===== config.mk =====
export PLATFORM = sky130hd
export DESIGN_NAME = codec_serial_request_decoder
export DESIGN_NICKNAME = d
export VERILOG_FILES = /design/src/hw/codec_pkg.sv /design/src/hw/codec_decode_if.sv /design/src/hw/codec_request_decode.sv /design/src/hw/codec_serial_request_decoder.sv
export VERILOG_INCLUDE_DIRS = /design/src /design/src/hw
export SDC_FILE = /design/constraint.sdc
export NUM_CORES = 1
export LEC_CHECK = 0
export ABC_AREA = 1
export BUFFER_PORTS_ARGS = -buffer_cell sky130_fd_sc_hd__buf_2
export CORE_MARGIN = 3
export CORE_UTILIZATION = 44
export DETAILED_ROUTE_END_ITERATION = 6
export PLACE_DENSITY = 0.68
export SLEW_MARGIN = 15
export SYNTH_ARGS = -nofsm -noshare
export SYNTH_HDL_FRONTEND = slang
export SYNTH_SLANG_ARGS = --single-unit

===== constraint.sdc =====
create_clock -name ref_clk -period 8.7 [get_ports ref_clk]
set_input_delay 0.87 -clock ref_clk [delete_from_list [all_inputs] [get_ports ref_clk]]
set_output_delay 0.87 -clock ref_clk [all_outputs]
set_load 0.02 [all_outputs]

===== src/hw/codec_consts.svh =====
// Purpose: shared constants of the codec serial request decoder
// Assumes: included by bare name
// Notes: timing counts are in master-clock (ref_clk) periods
//
// Overview of operation
// primary control bits 11 ask for a further 16-bit secondary control word
// primary phase shift may come from pins or bits while the other reads 11 or 00
// pins and bits both asking a shift in a primary word: the bits win
// secondary request from one source and shift from the other both act
// primary bits not 11: pins at 11 ask for a secondary frame
// in a secondary word pins count only when secondary bits are 11
// code 01 asks a later sample, 10 an earlier one, for every source
// secondary bits 00 give no shift even when pins ask one
// a secondary word never starts a further secondary frame
// read/write bit 0: all sixteen secondary output bits are zero
// read/write bit 1: upper eight zero, lower eight carry register data
// primary frame: 14-bit value plus two bits in, 14-bit result with two zero lsbs out
// secondary starts half a period after primary, half a filter clock earlier if odd
// master drives secondary sync low on first shift rise after half count
// slave and codec modes: host makes frame sync and shift clock
// codec mode: host holds each sync low at least one shift clock
// slave modes: host leaves time to prepare the secondary word
// conversion results are two's complement about the mid reference
// shift request latched at next internal frame sync, used one period only
// secondary control word takes effect on the sixteenth falling shift edge
// earlier or later changes the next period by the signed offset in mclks
`ifndef CODEC_CONSTS_SVH
`define CODEC_CONSTS_SVH

`define CSR_WORD_BITS 16
`define CSR_DAC_BITS 14
`define CSR_PIN_COUNT 5
`define CSR_PIN_SCLK 0
`define CSR_PIN_FSYNC 1
`define CSR_PIN_DIN 2
`define CSR_PIN_REQ_HI 3
`define CSR_PIN_REQ_LO 4
`define CSR_PRI_CTRL_HI 1
`define CSR_PRI_CTRL_LO 0
`define CSR_SEC_CTRL_HI 15
`define CSR_SEC_CTRL_LO 14
`define CSR_SEC_RW_BIT 13
`define CSR_SEC_ADDR_BITS 5
`define CSR_LAST_BIT 15
`define CSR_ADDR_DONE_BIT 7
`define CSR_READ_SLOT 8
`define CSR_SCLK_HALF_DEF 4

`endif


===== src/hw/codec_pkg.sv =====
// Purpose: types of the codec serial request decoder
// Assumes: nothing
// Notes: constants live in codec_consts.svh
package codec_pkg;
    typedef logic [1:0] ctrl_pair_type;

    typedef enum logic [2:0]
    {
        LN_IDLE = 3'h1,
        LN_ARMED = 3'h2,
        LN_DRIVE = 3'h4
    } launch_state_type;
endpackage


===== src/hw/codec_decode_if.sv =====
// Purpose: carrier between the frame engine and the request decoder
// Assumes: single ref_clk domain
// Notes: purely combinational signals
`timescale 1ns/1ps
interface codec_decode_if;
    logic is_secondary;
    codec_pkg::ctrl_pair_type ctrl;
    codec_pkg::ctrl_pair_type pins;
    logic earlier;
    logic later;
    logic sec_req;

    modport engine (output is_secondary, output ctrl, output pins,
                    input earlier, input later, input sec_req);
    modport decoder (input is_secondary, input ctrl, input pins,
                     output earlier, output later, output sec_req);
endinterface


===== src/hw/codec_request_decode.sv =====
// Purpose: truth table for secondary and phase-shift requests
// Assumes: ctrl and pins stable while evaluated
// Notes: codes 01 later, 10 earlier, 11 secondary / defer
`timescale 1ns/1ps
module codec_request_decode
(
    codec_decode_if.decoder dif
);
    always_comb
    begin
        dif.earlier = 1'b0;
        dif.later = 1'b0;
        dif.sec_req = 1'b0;
        if (dif.is_secondary)
        begin
            // no secondary request from inside a secondary word
            dif.sec_req = 1'b0;
            case (dif.ctrl)
                2'h1: dif.later = 1'b1;
                2'h2: dif.earlier = 1'b1;
                2'h3:
                begin
                    dif.later = (dif.pins == 2'h1);
                    dif.earlier = (dif.pins == 2'h2);
                end
                default: ;
            endcase
        end
        else
        begin
            dif.sec_req = (dif.ctrl == 2'h3) || (dif.pins == 2'h3);
            case (dif.ctrl)
                2'h1: dif.later = 1'b1;
                2'h2: dif.earlier = 1'b1;
                default:
                begin
                    dif.later = (dif.pins == 2'h1);
                    dif.earlier = (dif.pins == 2'h2);
                end
            endcase
        end
    end
endmodule


===== src/hw/codec_serial_request_decoder.sv =====
// Purpose: serial frame engine and request logic of the codec
// Assumes: ref_clk is the master clock; pin inputs are asynchronous
// Notes: master_mode high makes shift clock and frame sync here
`timescale 1ns/1ps
`include "codec_consts.svh"
module codec_serial_request_decoder
#(
    parameter int SCLK_HALF = `CSR_SCLK_HALF_DEF
)
(
    input wire logic ref_clk,
    input wire logic rst_n,
    input wire logic clk_en,
    input wire logic master_mode,
    input wire logic [7:0] a_div,
    input wire logic [7:0] b_div,
    input wire logic [7:0] a_prime,
    input wire logic [13:0] adc_sample,
    input wire logic [7:0] reg_rd_data,
    input wire logic shift_clk_in,
    input wire logic frame_sync_in_n,
    input wire logic serial_data_in,
    input wire logic hw_request_pin_hi,
    input wire logic hw_request_pin_lo,
    output logic shift_clk_out,
    output logic frame_sync_out_n,
    output logic serial_data_out,
    output logic [13:0] dac_data,
    output logic dac_valid,
    output logic [15:0] ctrl_word,
    output logic ctrl_valid,
    output logic [4:0] reg_addr,
    output logic sample_strobe,
    output logic phase_earlier,
    output logic phase_later,
    output logic secondary_pending
);

////////////////////////////////////////////////////////////////////////////////
// pin synchronisers

    logic [`CSR_PIN_COUNT-1:0] pin_raw;
    logic [`CSR_PIN_COUNT-1:0] sync1_r;
    logic [`CSR_PIN_COUNT-1:0] sync2_r;
    logic [`CSR_PIN_COUNT-1:0] sync3_r;
    logic [`CSR_PIN_COUNT-1:0] filt_r;

    assign pin_raw = {hw_request_pin_lo, hw_request_pin_hi, serial_data_in,
                      frame_sync_in_n, shift_clk_in};

    always_ff @(posedge ref_clk)
    begin
        if (!rst_n)
        begin
            sync1_r <= '1;
            sync2_r <= '1;
            sync3_r <= '1;
        end
        else if (clk_en)
        begin
            sync1_r <= pin_raw;
            sync2_r <= sync1_r;
            sync3_r <= sync2_r;
        end
    end

    // a change counts once stages two and three agree
    for (genvar i = 0; i < `CSR_PIN_COUNT; i++)
    begin : g_filt
        always_ff @(posedge ref_clk)
        begin
            if (!rst_n)
                filt_r[i] <= 1'b1;
            else if (clk_en && (sync2_r[i] == sync3_r[i]))
                filt_r[i] <= sync3_r[i];
        end
    end

////////////////////////////////////////////////////////////////////////////////
// shift clock generation and edge events

    logic [7:0] div_cnt_r;
    logic sclk_r;
    logic sclk_prev_r;
    logic m_rise;
    logic m_fall;
    logic rise_ev;
    logic fall_ev;
    logic fs_low;
    logic fsync_r;

    assign m_rise = (div_cnt_r == 8'(SCLK_HALF - 1)) && !sclk_r;
    assign m_fall = (div_cnt_r == 8'(SCLK_HALF - 1)) && sclk_r;

    always_ff @(posedge ref_clk)
    begin
        if (!rst_n)
        begin
            div_cnt_r <= 8'h00;
            sclk_r <= 1'b0;
        end
        else if (clk_en)
        begin
            if (div_cnt_r == 8'(SCLK_HALF - 1))
            begin
                div_cnt_r <= 8'h00;
                sclk_r <= !sclk_r;
            end
            else
                div_cnt_r <= div_cnt_r + 8'h01;
        end
    end

    always_ff @(posedge ref_clk)
    begin
        if (!rst_n)
            sclk_prev_r <= 1'b1;
        else if (clk_en)
            sclk_prev_r <= filt_r[`CSR_PIN_SCLK];
    end

    // slave and codec modes follow the host's sync and clock
    assign rise_ev = master_mode ? m_rise
                                 : (filt_r[`CSR_PIN_SCLK] && !sclk_prev_r);
    assign fall_ev = master_mode ? m_fall
                                 : (!filt_r[`CSR_PIN_SCLK] && sclk_prev_r);
    // a codec-mode sync held one shift clock is seen at a rise
    assign fs_low = master_mode ? !fsync_r : !filt_r[`CSR_PIN_FSYNC];

////////////////////////////////////////////////////////////////////////////////
// sampling period and filter clock timing

    logic [19:0] per_cnt_r;
    logic [19:0] base_len;
    logic [19:0] offset;
    logic [19:0] next_len;
    logic [8:0] flt_cnt_r;
    logic [7:0] b_cnt_r;
    logic per_tick;
    logic flt_tick;
    logic half_hit;
    logic [1:0] pend_r;

    assign per_tick = (per_cnt_r == 20'h00000);
    assign base_len = 20'(a_div) * 20'(b_div) * 20'h00002;
    assign offset = {{12{a_prime[7]}}, a_prime};

    always_comb
    begin
        next_len = base_len;
        if (pend_r[1])
            next_len = base_len - offset;
        else if (pend_r[0])
            next_len = base_len + offset;
    end

    always_ff @(posedge ref_clk)
    begin
        if (!rst_n)
            per_cnt_r <= 20'h00000;
        else if (clk_en)
        begin
            if (per_tick)
                per_cnt_r <= next_len - 20'h00001;
            else
                per_cnt_r <= per_cnt_r - 20'h00001;
        end
    end

    assign flt_tick = (flt_cnt_r >= ({1'b0, a_div} << 1) - 9'h001);
    // floor(b/2): half period when even, half a filter clock less when odd
    assign half_hit = flt_tick && ((b_cnt_r + 8'h01) == (b_div >> 1));

    always_ff @(posedge ref_clk)
    begin
        if (!rst_n)
        begin
            flt_cnt_r <= 9'h000;
            b_cnt_r <= 8'h00;
        end
        else if (clk_en)
        begin
            if (per_tick || flt_tick)
                flt_cnt_r <= 9'h000;
            else
                flt_cnt_r <= flt_cnt_r + 9'h001;
            if (per_tick)
                b_cnt_r <= 8'h00;
            else if (flt_tick)
                b_cnt_r <= b_cnt_r + 8'h01;
        end
    end

////////////////////////////////////////////////////////////////////////////////
// master-mode frame sync launcher

    codec_pkg::launch_state_type ln_state_r;
    logic next_sec_r;

    always_ff @(posedge ref_clk)
    begin
        if (!rst_n)
        begin
            ln_state_r <= codec_pkg::LN_IDLE;
            fsync_r <= 1'b1;
        end
        else if (clk_en)
        begin
            case (ln_state_r)
                codec_pkg::LN_IDLE:
                    if (master_mode && (per_tick || (half_hit && next_sec_r)))
                        ln_state_r <= codec_pkg::LN_ARMED;
                codec_pkg::LN_ARMED:
                    if (m_rise)
                    begin
                        fsync_r <= 1'b0;
                        ln_state_r <= codec_pkg::LN_DRIVE;
                    end
                codec_pkg::LN_DRIVE:
                    if (m_rise)
                    begin
                        fsync_r <= 1'b1;
                        ln_state_r <= codec_pkg::LN_IDLE;
                    end
                default:
                begin
                    fsync_r <= 1'b1;
                    ln_state_r <= codec_pkg::LN_IDLE;
                end
            endcase
        end
    end

////////////////////////////////////////////////////////////////////////////////
// serial frame engine

    logic active_r;
    logic [4:0] bit_cnt_r;
    logic [15:0] sout_r;
    logic [15:0] sin_r;
    logic [15:0] sin_nxt;
    logic [15:0] word_r;
    logic frame_sec_r;
    logic rw_r;
    logic done_r;
    logic [4:0] reg_addr_r;

    assign sin_nxt = {sin_r[14:0], filt_r[`CSR_PIN_DIN]};

    always_ff @(posedge ref_clk)
    begin
        if (!rst_n)
        begin
            active_r <= 1'b0;
            bit_cnt_r <= 5'h00;
            sout_r <= 16'h0000;
            sin_r <= 16'h0000;
            word_r <= 16'h0000;
            frame_sec_r <= 1'b0;
            rw_r <= 1'b0;
            done_r <= 1'b0;
            reg_addr_r <= 5'h00;
        end
        else if (clk_en)
        begin
            done_r <= 1'b0;
            if (rise_ev && !active_r && fs_low)
            begin
                active_r <= 1'b1;
                bit_cnt_r <= 5'h00;
                frame_sec_r <= next_sec_r;
                rw_r <= 1'b0;
                if (next_sec_r)
                    sout_r <= 16'h0000;
                else
                    sout_r <= {adc_sample, 2'h0};
            end
            else if (rise_ev && active_r && (bit_cnt_r != 5'h00))
            begin
                if (frame_sec_r && (bit_cnt_r == 5'(`CSR_READ_SLOT)))
                    sout_r <= {(rw_r ? reg_rd_data : 8'h00), 8'h00};
                else
                    sout_r <= {sout_r[14:0], 1'b0};
            end
            if (fall_ev && active_r)
            begin
                sin_r <= sin_nxt;
                bit_cnt_r <= bit_cnt_r + 5'h01;
                if (bit_cnt_r == 5'(`CSR_ADDR_DONE_BIT))
                begin
                    rw_r <= sin_nxt[`CSR_SEC_RW_BIT - 8];
                    reg_addr_r <= sin_nxt[`CSR_SEC_ADDR_BITS-1:0];
                end
                if (bit_cnt_r == 5'(`CSR_LAST_BIT))
                begin
                    active_r <= 1'b0;
                    done_r <= 1'b1;
                    word_r <= sin_nxt;
                end
            end
        end
    end

////////////////////////////////////////////////////////////////////////////////
// request decoding

    codec_decode_if dif ();

    assign dif.is_secondary = frame_sec_r;
    assign dif.ctrl = frame_sec_r ? word_r[`CSR_SEC_CTRL_HI:`CSR_SEC_CTRL_LO]
                                  : word_r[`CSR_PRI_CTRL_HI:`CSR_PRI_CTRL_LO];
    assign dif.pins = {filt_r[`CSR_PIN_REQ_HI], filt_r[`CSR_PIN_REQ_LO]};

    codec_request_decode u_decode
    (
        .dif(dif)
    );

    logic [13:0] dac_data_r;
    logic dac_valid_r;
    logic [15:0] ctrl_word_r;
    logic ctrl_valid_r;

    always_ff @(posedge ref_clk)
    begin
        if (!rst_n)
        begin
            dac_data_r <= 14'h0000;
            dac_valid_r <= 1'b0;
            ctrl_word_r <= 16'h0000;
            ctrl_valid_r <= 1'b0;
        end
        else if (clk_en)
        begin
            dac_valid_r <= done_r && !frame_sec_r;
            ctrl_valid_r <= done_r && frame_sec_r;
            if (done_r && !frame_sec_r)
                dac_data_r <= word_r[15:2];
            if (done_r && frame_sec_r)
                ctrl_word_r <= word_r;
        end
    end

    // pending secondary frame; the start of that frame consumes it
    always_ff @(posedge ref_clk)
    begin
        if (!rst_n)
            next_sec_r <= 1'b0;
        else if (clk_en)
        begin
            if (done_r && !frame_sec_r && dif.sec_req)
                next_sec_r <= 1'b1;
            else if (rise_ev && !active_r && fs_low && next_sec_r)
                next_sec_r <= 1'b0;
        end
    end

////////////////////////////////////////////////////////////////////////////////
// phase request latch

    logic phase_earlier_r;
    logic phase_later_r;
    logic sample_strobe_r;

    // a request arriving on the tick itself is kept for the next period
    always_ff @(posedge ref_clk)
    begin
        if (!rst_n)
        begin
            pend_r <= 2'h0;
            phase_earlier_r <= 1'b0;
            phase_later_r <= 1'b0;
            sample_strobe_r <= 1'b0;
        end
        else if (clk_en)
        begin
            sample_strobe_r <= per_tick;
            phase_earlier_r <= per_tick && pend_r[1];
            phase_later_r <= per_tick && pend_r[0] && !pend_r[1];
            if (done_r && (dif.earlier || dif.later))
                pend_r <= {dif.earlier, dif.later};
            else if (per_tick)
                pend_r <= 2'h0;
        end
    end

////////////////////////////////////////////////////////////////////////////////
// outputs

    assign shift_clk_out = sclk_r;
    assign frame_sync_out_n = fsync_r;
    assign serial_data_out = sout_r[15];
    assign dac_data = dac_data_r;
    assign dac_valid = dac_valid_r;
    assign ctrl_word = ctrl_word_r;
    assign ctrl_valid = ctrl_valid_r;
    assign reg_addr = reg_addr_r;
    assign sample_strobe = sample_strobe_r;
    assign phase_earlier = phase_earlier_r;
    assign phase_later = phase_later_r;
    assign secondary_pending = next_sec_r;

endmodule


# Yosys cells after proc, flatten, opt, wreduce, memory -nomap -nowiden
# Cells that the tools add are included.
dict set report classes {
  n_addsub 9
  multipliers 1
  order_cmp 1
  eq_ne 22
  mux 44
  n_bitwise 1
  n_reduce_logical 59
}
# operator count
set op_table {}
lappend op_table {{2-to-1 mux 16 bit} 4}
lappend op_table {{2-to-1 mux 20 bit} 3}
lappend op_table {{subtractor 20 x 1 -> 20 bit (second input constant)} 2}
lappend op_table {{2-to-1 mux 8 bit} 4}
lappend op_table {{logical AND 1 bit} 26}
lappend op_table {{logical NOT 20 bit} 1}
lappend op_table {{AND reduction 2 bit} 10}
lappend op_table {{adder 18 x 8 -> 19 bit} 1}
lappend op_table {{subtractor 18 x 8 -> 19 bit} 1}
lappend op_table {{2-to-1 mux 1 bit} 18}
lappend op_table {{adder 8 x 1 -> 8 bit (second input constant)} 2}
lappend op_table {{multiplier 8 x 8 -> 16 bit} 1}
lappend op_table {{== test 5 x 4 -> 1 bit (second input constant)} 2}
lappend op_table {{2-to-1 mux 5 bit} 2}
lappend op_table {{nonzero test 2 bit} 5}
lappend op_table {{adder 9 x 1 -> 9 bit (second input constant)} 1}
lappend op_table {{greater-or-equal comparator 9 bit} 1}
lappend op_table {{2-to-1 mux 3 bit} 3}
lappend op_table {{2-to-1 mux 9 bit} 1}
lappend op_table {{one-hot mux 3 bit (3 select lines)} 1}
lappend op_table {{subtractor 9 x 1 -> 9 bit (second input constant)} 1}
lappend op_table {{== test 2 bit (second input constant)} 4}
lappend op_table {{== test 8 x 2 -> 1 bit (second input constant)} 1}
lappend op_table {{== test 8 x 7 -> 1 bit} 1}
lappend op_table {{17 further kinds} 41}
dict set report totals {
  register_bits 170
  input_bits 55
  output_inout_bits 44
  word_cells 171
}

# Logic depth before layout (Yosys ltp)
dict set report depth {
  depth_word 8
  mapped_depth 40
  depth_no_buf 38
}

# Modules after synthesis
# A second synthesis with hierarchy kept.
dict set report hier_totals {
  cells_unflattened 1958
  area_unflattened_um2 12849.8
}
# mod instances cells_per_inst area_per_inst_um2 seq_area_each_um2
set by_module_without_submodules {}
lappend by_module_without_submodules {codec_serial_request_decoder 1 1937 12738.5 3363.2}
lappend by_module_without_submodules {codec_request_decode 1 21 111.4 0.0}

# Least setup slack after synthesis
# Ideal clock, no wire load.
dict set report synth_timing {
  path_kind {input to register}
  from {in b_div[7]}
  to {reg per_cnt_r[18]}
  setup_time_ns 0.128
  arrival_time_ns 6.149
  t_required_ns 8.572
  path_slack_ns 2.422
  path_stages 34
  n_path_buf 2
  cell_sequence {clkbuf_1 > nand2_1 > fa_1 > fa_1 > inv_1 > fa_1 > inv_1 > fa_1 > inv_1 > ha_1 > nand2_1 > nand2_1 > a21oi_1 > nand2_2 > a21oi_2 > inv_1 > nand2_1 > nand2_1 > ha_1 > buf_2 > nor2_2 > inv_1 > nor3_1 > nand2_1 > nand3_1 > nand2_1 > nand3_1 > nand3_1 > a21oi_2 > nand2_1 > nor2_1 > nand3_1 > nand2_1 > a21oi_1}
}
dict set report synth_between {
  elab_chain_len 6
  word_cells_on_any_way 7
  cone_classes {add/sub: 3; mul: 1; mux: 3}
}
# element line_no
set synth_lines {}
lappend synth_lines {{from (decl)} codec_serial_request_decoder.sv:16} ;# input wire logic [7:0] b_div,
lappend synth_lines {{multiplier 8 x 8 -> 16 bit *} codec_serial_request_decoder.sv:145} ;# assign base_len = 20'(a_div) * 20'(b_div) * 20'h00002;
lappend synth_lines {{adder 18 x 8 -> 19 bit} codec_serial_request_decoder.sv:154} ;# next_len = base_len + offset;
lappend synth_lines {{2-to-1 mux 20 bit} codec_serial_request_decoder.sv:153} ;# else if (pend_r[0])
lappend synth_lines {{2-to-1 mux 20 bit *} codec_serial_request_decoder.sv:151} ;# if (pend_r[1])
lappend synth_lines {{subtractor 20 x 1 -> 20 bit *} codec_serial_request_decoder.sv:164} ;# per_cnt_r <= next_len - 20'h00001;
lappend synth_lines {{2-to-1 mux 20 bit *} codec_serial_request_decoder.sv:163} ;# if (per_tick)
lappend synth_lines {{to (signal assigned)} codec_serial_request_decoder.sv:164}
lappend synth_lines {{to (signal assigned)} codec_serial_request_decoder.sv:166} ;# per_cnt_r <= per_cnt_r - 20'h00001;
lappend synth_lines {{to (decl)} codec_serial_request_decoder.sv:133} ;# logic [19:0] per_cnt_r;
# Mark *: on every way between the ends. The rest lies on a longest branch, timed or not.
# A chain may end at the register's enable or synchronous reset.

# Worst setup path after layout
dict set report layout_timing {
  from {in a_div[0]}
  to {reg per_cnt_r[17]}
}
dict set report layout_between {
  elab_chain_len 6
  word_cells_on_any_way 7
  cone_classes {add/sub: 3; mul: 1; mux: 3}
}
# element line_no
set layout_lines {}
lappend layout_lines {{from (decl)} codec_serial_request_decoder.sv:15} ;# input wire logic [7:0] a_div,
lappend layout_lines {{multiplier 8 x 8 -> 16 bit *} codec_serial_request_decoder.sv:145}
lappend layout_lines {{adder 18 x 8 -> 19 bit} codec_serial_request_decoder.sv:154}
lappend layout_lines {{2-to-1 mux 20 bit} codec_serial_request_decoder.sv:153}
lappend layout_lines {{2-to-1 mux 20 bit *} codec_serial_request_decoder.sv:151}
lappend layout_lines {{subtractor 20 x 1 -> 20 bit *} codec_serial_request_decoder.sv:164}
lappend layout_lines {{2-to-1 mux 20 bit *} codec_serial_request_decoder.sv:163}
# Marks and branches as above.

==> flow_summary_export.csv <==
group,metric,value,unit
cells_and_area,final_nets,2173,
yosys,synthXorXnorAreaFrac,0.0184,
worst_hold_path,holdPathEnd,"reg_addr[0]",
worst_setup_path,critPathMaxFanout,11,
worst_setup_path,crit_top_cell,"nand2_1",
global_route,use_met2,0.365,
yosys,synth_cell_types,56,
detailed_routing,wl_per_cell,14.2,um
place,place_area,13500,um^2
detailed_routing,vias,12200,
sta,period_needed,6580,ps
worst_hold_path,hp-start,"reg_addr[0]",
clock_network,path_clk_slew,70,ps
pwr,leakage,7.18,nW
worst_setup_path,reg2reg_slack,5580,ps
sta,finalSetupViolations,0,
clock_network,ctsLongestPathBuffers,2,
run_status,status,"completed",
sta,setup_tns,0,ps
floorplan,rows,61,
worst_setup_path,worstReg2RegStart,"pend_r[0]",
pwr,ir_drop,0.000132,V
yosys,syn-cell-area,12800,um^2
sta,period_share,0.756,
sta,skew,7.69,ps
cells_and_area,area_growth,9.55,%
sta,fmax,152,MHz
yosys,synth_mux_area_frac,0,
global_route,grt_use_met3,0.0311,
clock_network,post-cts-setup-buffers,0,
yosys,synth_top_cell_by_area,"dfxtp_1",
pwr,power-per-cell-area,242,nW/um^2
yosys,yosysTopAreaCellShare,0.262,
cells_and_area,regArea,3360,um^2
floorplan,die_y,177,um
floorplan,start_util,0.455,
yosys,synth_compound_area_frac,0.141,
global_route,antenna_found_initial,0,
worst_setup_path,crit_type,"in2reg",
cells_and_area,stdcell_area,14100,um^2
clock_network,cts_hold_buf,0,
sta,finalHoldViolations,0,
global_route,grt_pass1_wl,57100,um
yosys,synth-simple-area-share,0.300,
worst_setup_path,crit_required,9060,ps
cells_and_area,diodes,0,
detailed_routing,post-route-drc-count,0,
floorplan,dieArea,31300,um^2
yosys,synth-edff-count,0,
place,port_buffers,98,
detailed_routing,drt_first_pass_iters,6,
yosys,synth-main-ff-cell,"dfxtp_1",
detailed_routing,postRouteAntennaNets,0,
global_route,grt_start_max_net_pins,63,
yosys,syn-num-nets,2126,
floorplan,ios,99,
worst_setup_path,worst_path_max_delay_cell,"ha_1",
worst_setup_path,reg2regPathDepth,18,
yosys,yosysWarnings,0,
sta,relSlewSlack,0.254,
place,gp_congestion,0.937,
clock_network,clock_sinks,168,
cells_and_area,layout-drive-gt1-share,0.113,
worst_setup_path,startpoint_type,"input port",
global_route,overflow,0,
floorplan,core_region_area,28200,um^2
floorplan,fp.dieW,177,um
sta,drv_slew,0,
yosys,postSynthCellCount,1944,
clock_network,h-tree-depth,4,
cells_and_area,fillers,2904,
flow_run,max-cap-violations,0,
global_route,grt-busiest-layer,"met2",
detailed_routing,via_per_inst,5.12,
worst_setup_path,cp.arrival,6930,ps
yosys,netlist_top_cells_area,"dfxtp_1, nand2_1, inv_1",
sta,tightest_slew,1120,ps
cells_and_area,multi_input_area,7780,um^2
sta,whs,446,ps
clock_network,numCtsBuffers,17,
yosys,ys_seq_area_frac,0.262,
global_route,grt_util_met1,0.305,
place,hpwl,25800,um
global_route,grt_pass1_vias,11700,
yosys,synthArstFlopShare,0,
clock_network,cts_tree,"done",
worst_setup_path,cp-end-kind,"flop",
yosys,synth_top_family_by_area,"simple AND/OR/NAND/NOR gates",
detailed_routing,drt_iter0_markers,924,
clock_network,clk_latency,420,ps
worst_hold_path,min_path_cells,2,
sta,rsz0062_at_grt,"false",
clock_network,ctsResizeCount,0,
global_route,track_usage,0.221,
worst_hold_path,hp-class,"reg2reg",
yosys,synthAdderAreaFrac,0.146,
yosys,syn_area_per_cell,6.60,um^2
detailed_routing,wirelength,33800,um
clock_network,cts_root_buffer,"clkbuf_16",
worst_setup_path,r2r-end,"per_cnt_r[14]",
yosys,ys_seq_elements,168,
worst_setup_path,critPathMaxStageDelay,560,ps
flip-flops by register name (all words and copies together), names as in the netlist, 2 cells and up:
register,count
b_cnt_r,8
bit_cnt_r,5
ctrl_word,16
dac_data,14
dif.pins,2
div_cnt_r,8
filt_r,3
flt_cnt_r,9
ln_state_r,3
pend_r,2
per_cnt_r,20
reg_addr,5
sin_r,15
sout_r,14
sync1_r,5
sync2_r,5
sync3_r,5
word_r,16
metrics by stage:
stage | setup slack (ps) | util | total power, mW | cells
after CTS | 2220 | 0.498 | 3.40 | 2380
final | 2120 | 0.498 | 3.40 | 2380
after global placement | 1910 | 0.478 | 2.65 | 2350
after detailed placement | 1790 | 0.478 | 2.66 | 2350
after global routing | 1690 | 0.498 | 3.73 | 2380
after floorplan | 2420 | - | 2.29 | 1944
where the power goes:
group | internal [mW] | switching, mW | leakage [nW]
Clock | 0.401 | 0.330 | 0.265
Sequential | 0.788 | 0.0146 | 1.36
Combinational | 0.610 | 1.26 | 5.55
cells in the final DEF (no fill, tap or decap), types with 19 or more instances in the layout:
cell and n:
nand2_1 457, inv_1 335, dfxtp_1 168, nor2_1 148, nand3_1 144, a21oi_1 120
o21ai_0 111, buf_2 98, ha_1 89, fa_1 38, nand4_1 19
cells by family (layout without fill, tap and decap cells):
family	Yosys count	after routing
xor+xnor	27	27
simple gates	867	867
compound gates	321	321
fa+ha+maj	127	127
flops	168	168
buf+inv	434	492
area by class of cell:
class	instances	share of cell area
clock buffer	17	0.0302
tap	378	0.0336
sequential	168	0.239
clock inverter	13	0.00979
multi-input combinational	1342	0.553
timing repair buffer	105	0.0386
inverter	357	0.0955
metal layers:
metal	routed length (um)	share of wire	vias up
met5	0	0	-
met4	571	0.017	0
met1	16100	0.48	5592
met3	1870	0.055	39
met2	15300	0.45	322
li1	-	-	6241
worst max-delay path: cells and delay by family:
| family | cells | cell delay, ps |
|---|---|---|
| fa+ha+maj | 6 | 3050 |
| simple gates | 19 | 1950 |
| compound gates | 3 | 560 |
| buf+inv | 6 | 470 |
synth_stat cells (3+ instances only):
| cell | number |
|---|---|
| nand2_1 | 457 |
| ha_1 | 89 |
| a21oi_1 | 120 |
| nand3_2 | 12 |
| o21ai_0 | 111 |
| o21bai_1 | 9 |
| nor3_1 | 17 |
| nand4_1 | 19 |
| nor2_4 | 10 |
| a211oi_1 | 3 |
| or2_2 | 3 |
| dfxtp_1 | 168 |
| nor3b_1 | 3 |
| o21ai_1 | 10 |
| xnor2_1 | 13 |
| buf_4 | 8 |
| clkbuf_1 | 47 |
| and2_1 | 4 |
| o31ai_1 | 3 |
| nand2_2 | 18 |
| fa_1 | 38 |
| o22ai_1 | 13 |
| o211ai_1 | 13 |
| inv_2 | 18 |
| nor2_2 | 13 |
| buf_2 | 15 |
| inv_1 | 335 |
| nand3_1 | 144 |
| buf_1 | 5 |
| nor2_1 | 148 |
| nand3b_1 | 9 |
| a31oi_1 | 18 |
| a21oi_2 | 8 |
| xor2_1 | 14 |
how the worst max path moves through the flow:
stage               startpoint       endpoint  slack (ps)
finish                a_div[0]  per_cnt_r[17]        2120
floorplan             b_div[7]  per_cnt_r[18]        2420
detailed placement    a_div[0]  per_cnt_r[18]        1790
global placement      a_div[0]  per_cnt_r[17]        1910
CTS                   a_div[0]  per_cnt_r[18]        2220
global route          a_div[0]  per_cnt_r[17]        1690
No activity file was read; power rests on OpenSTA's default activity.
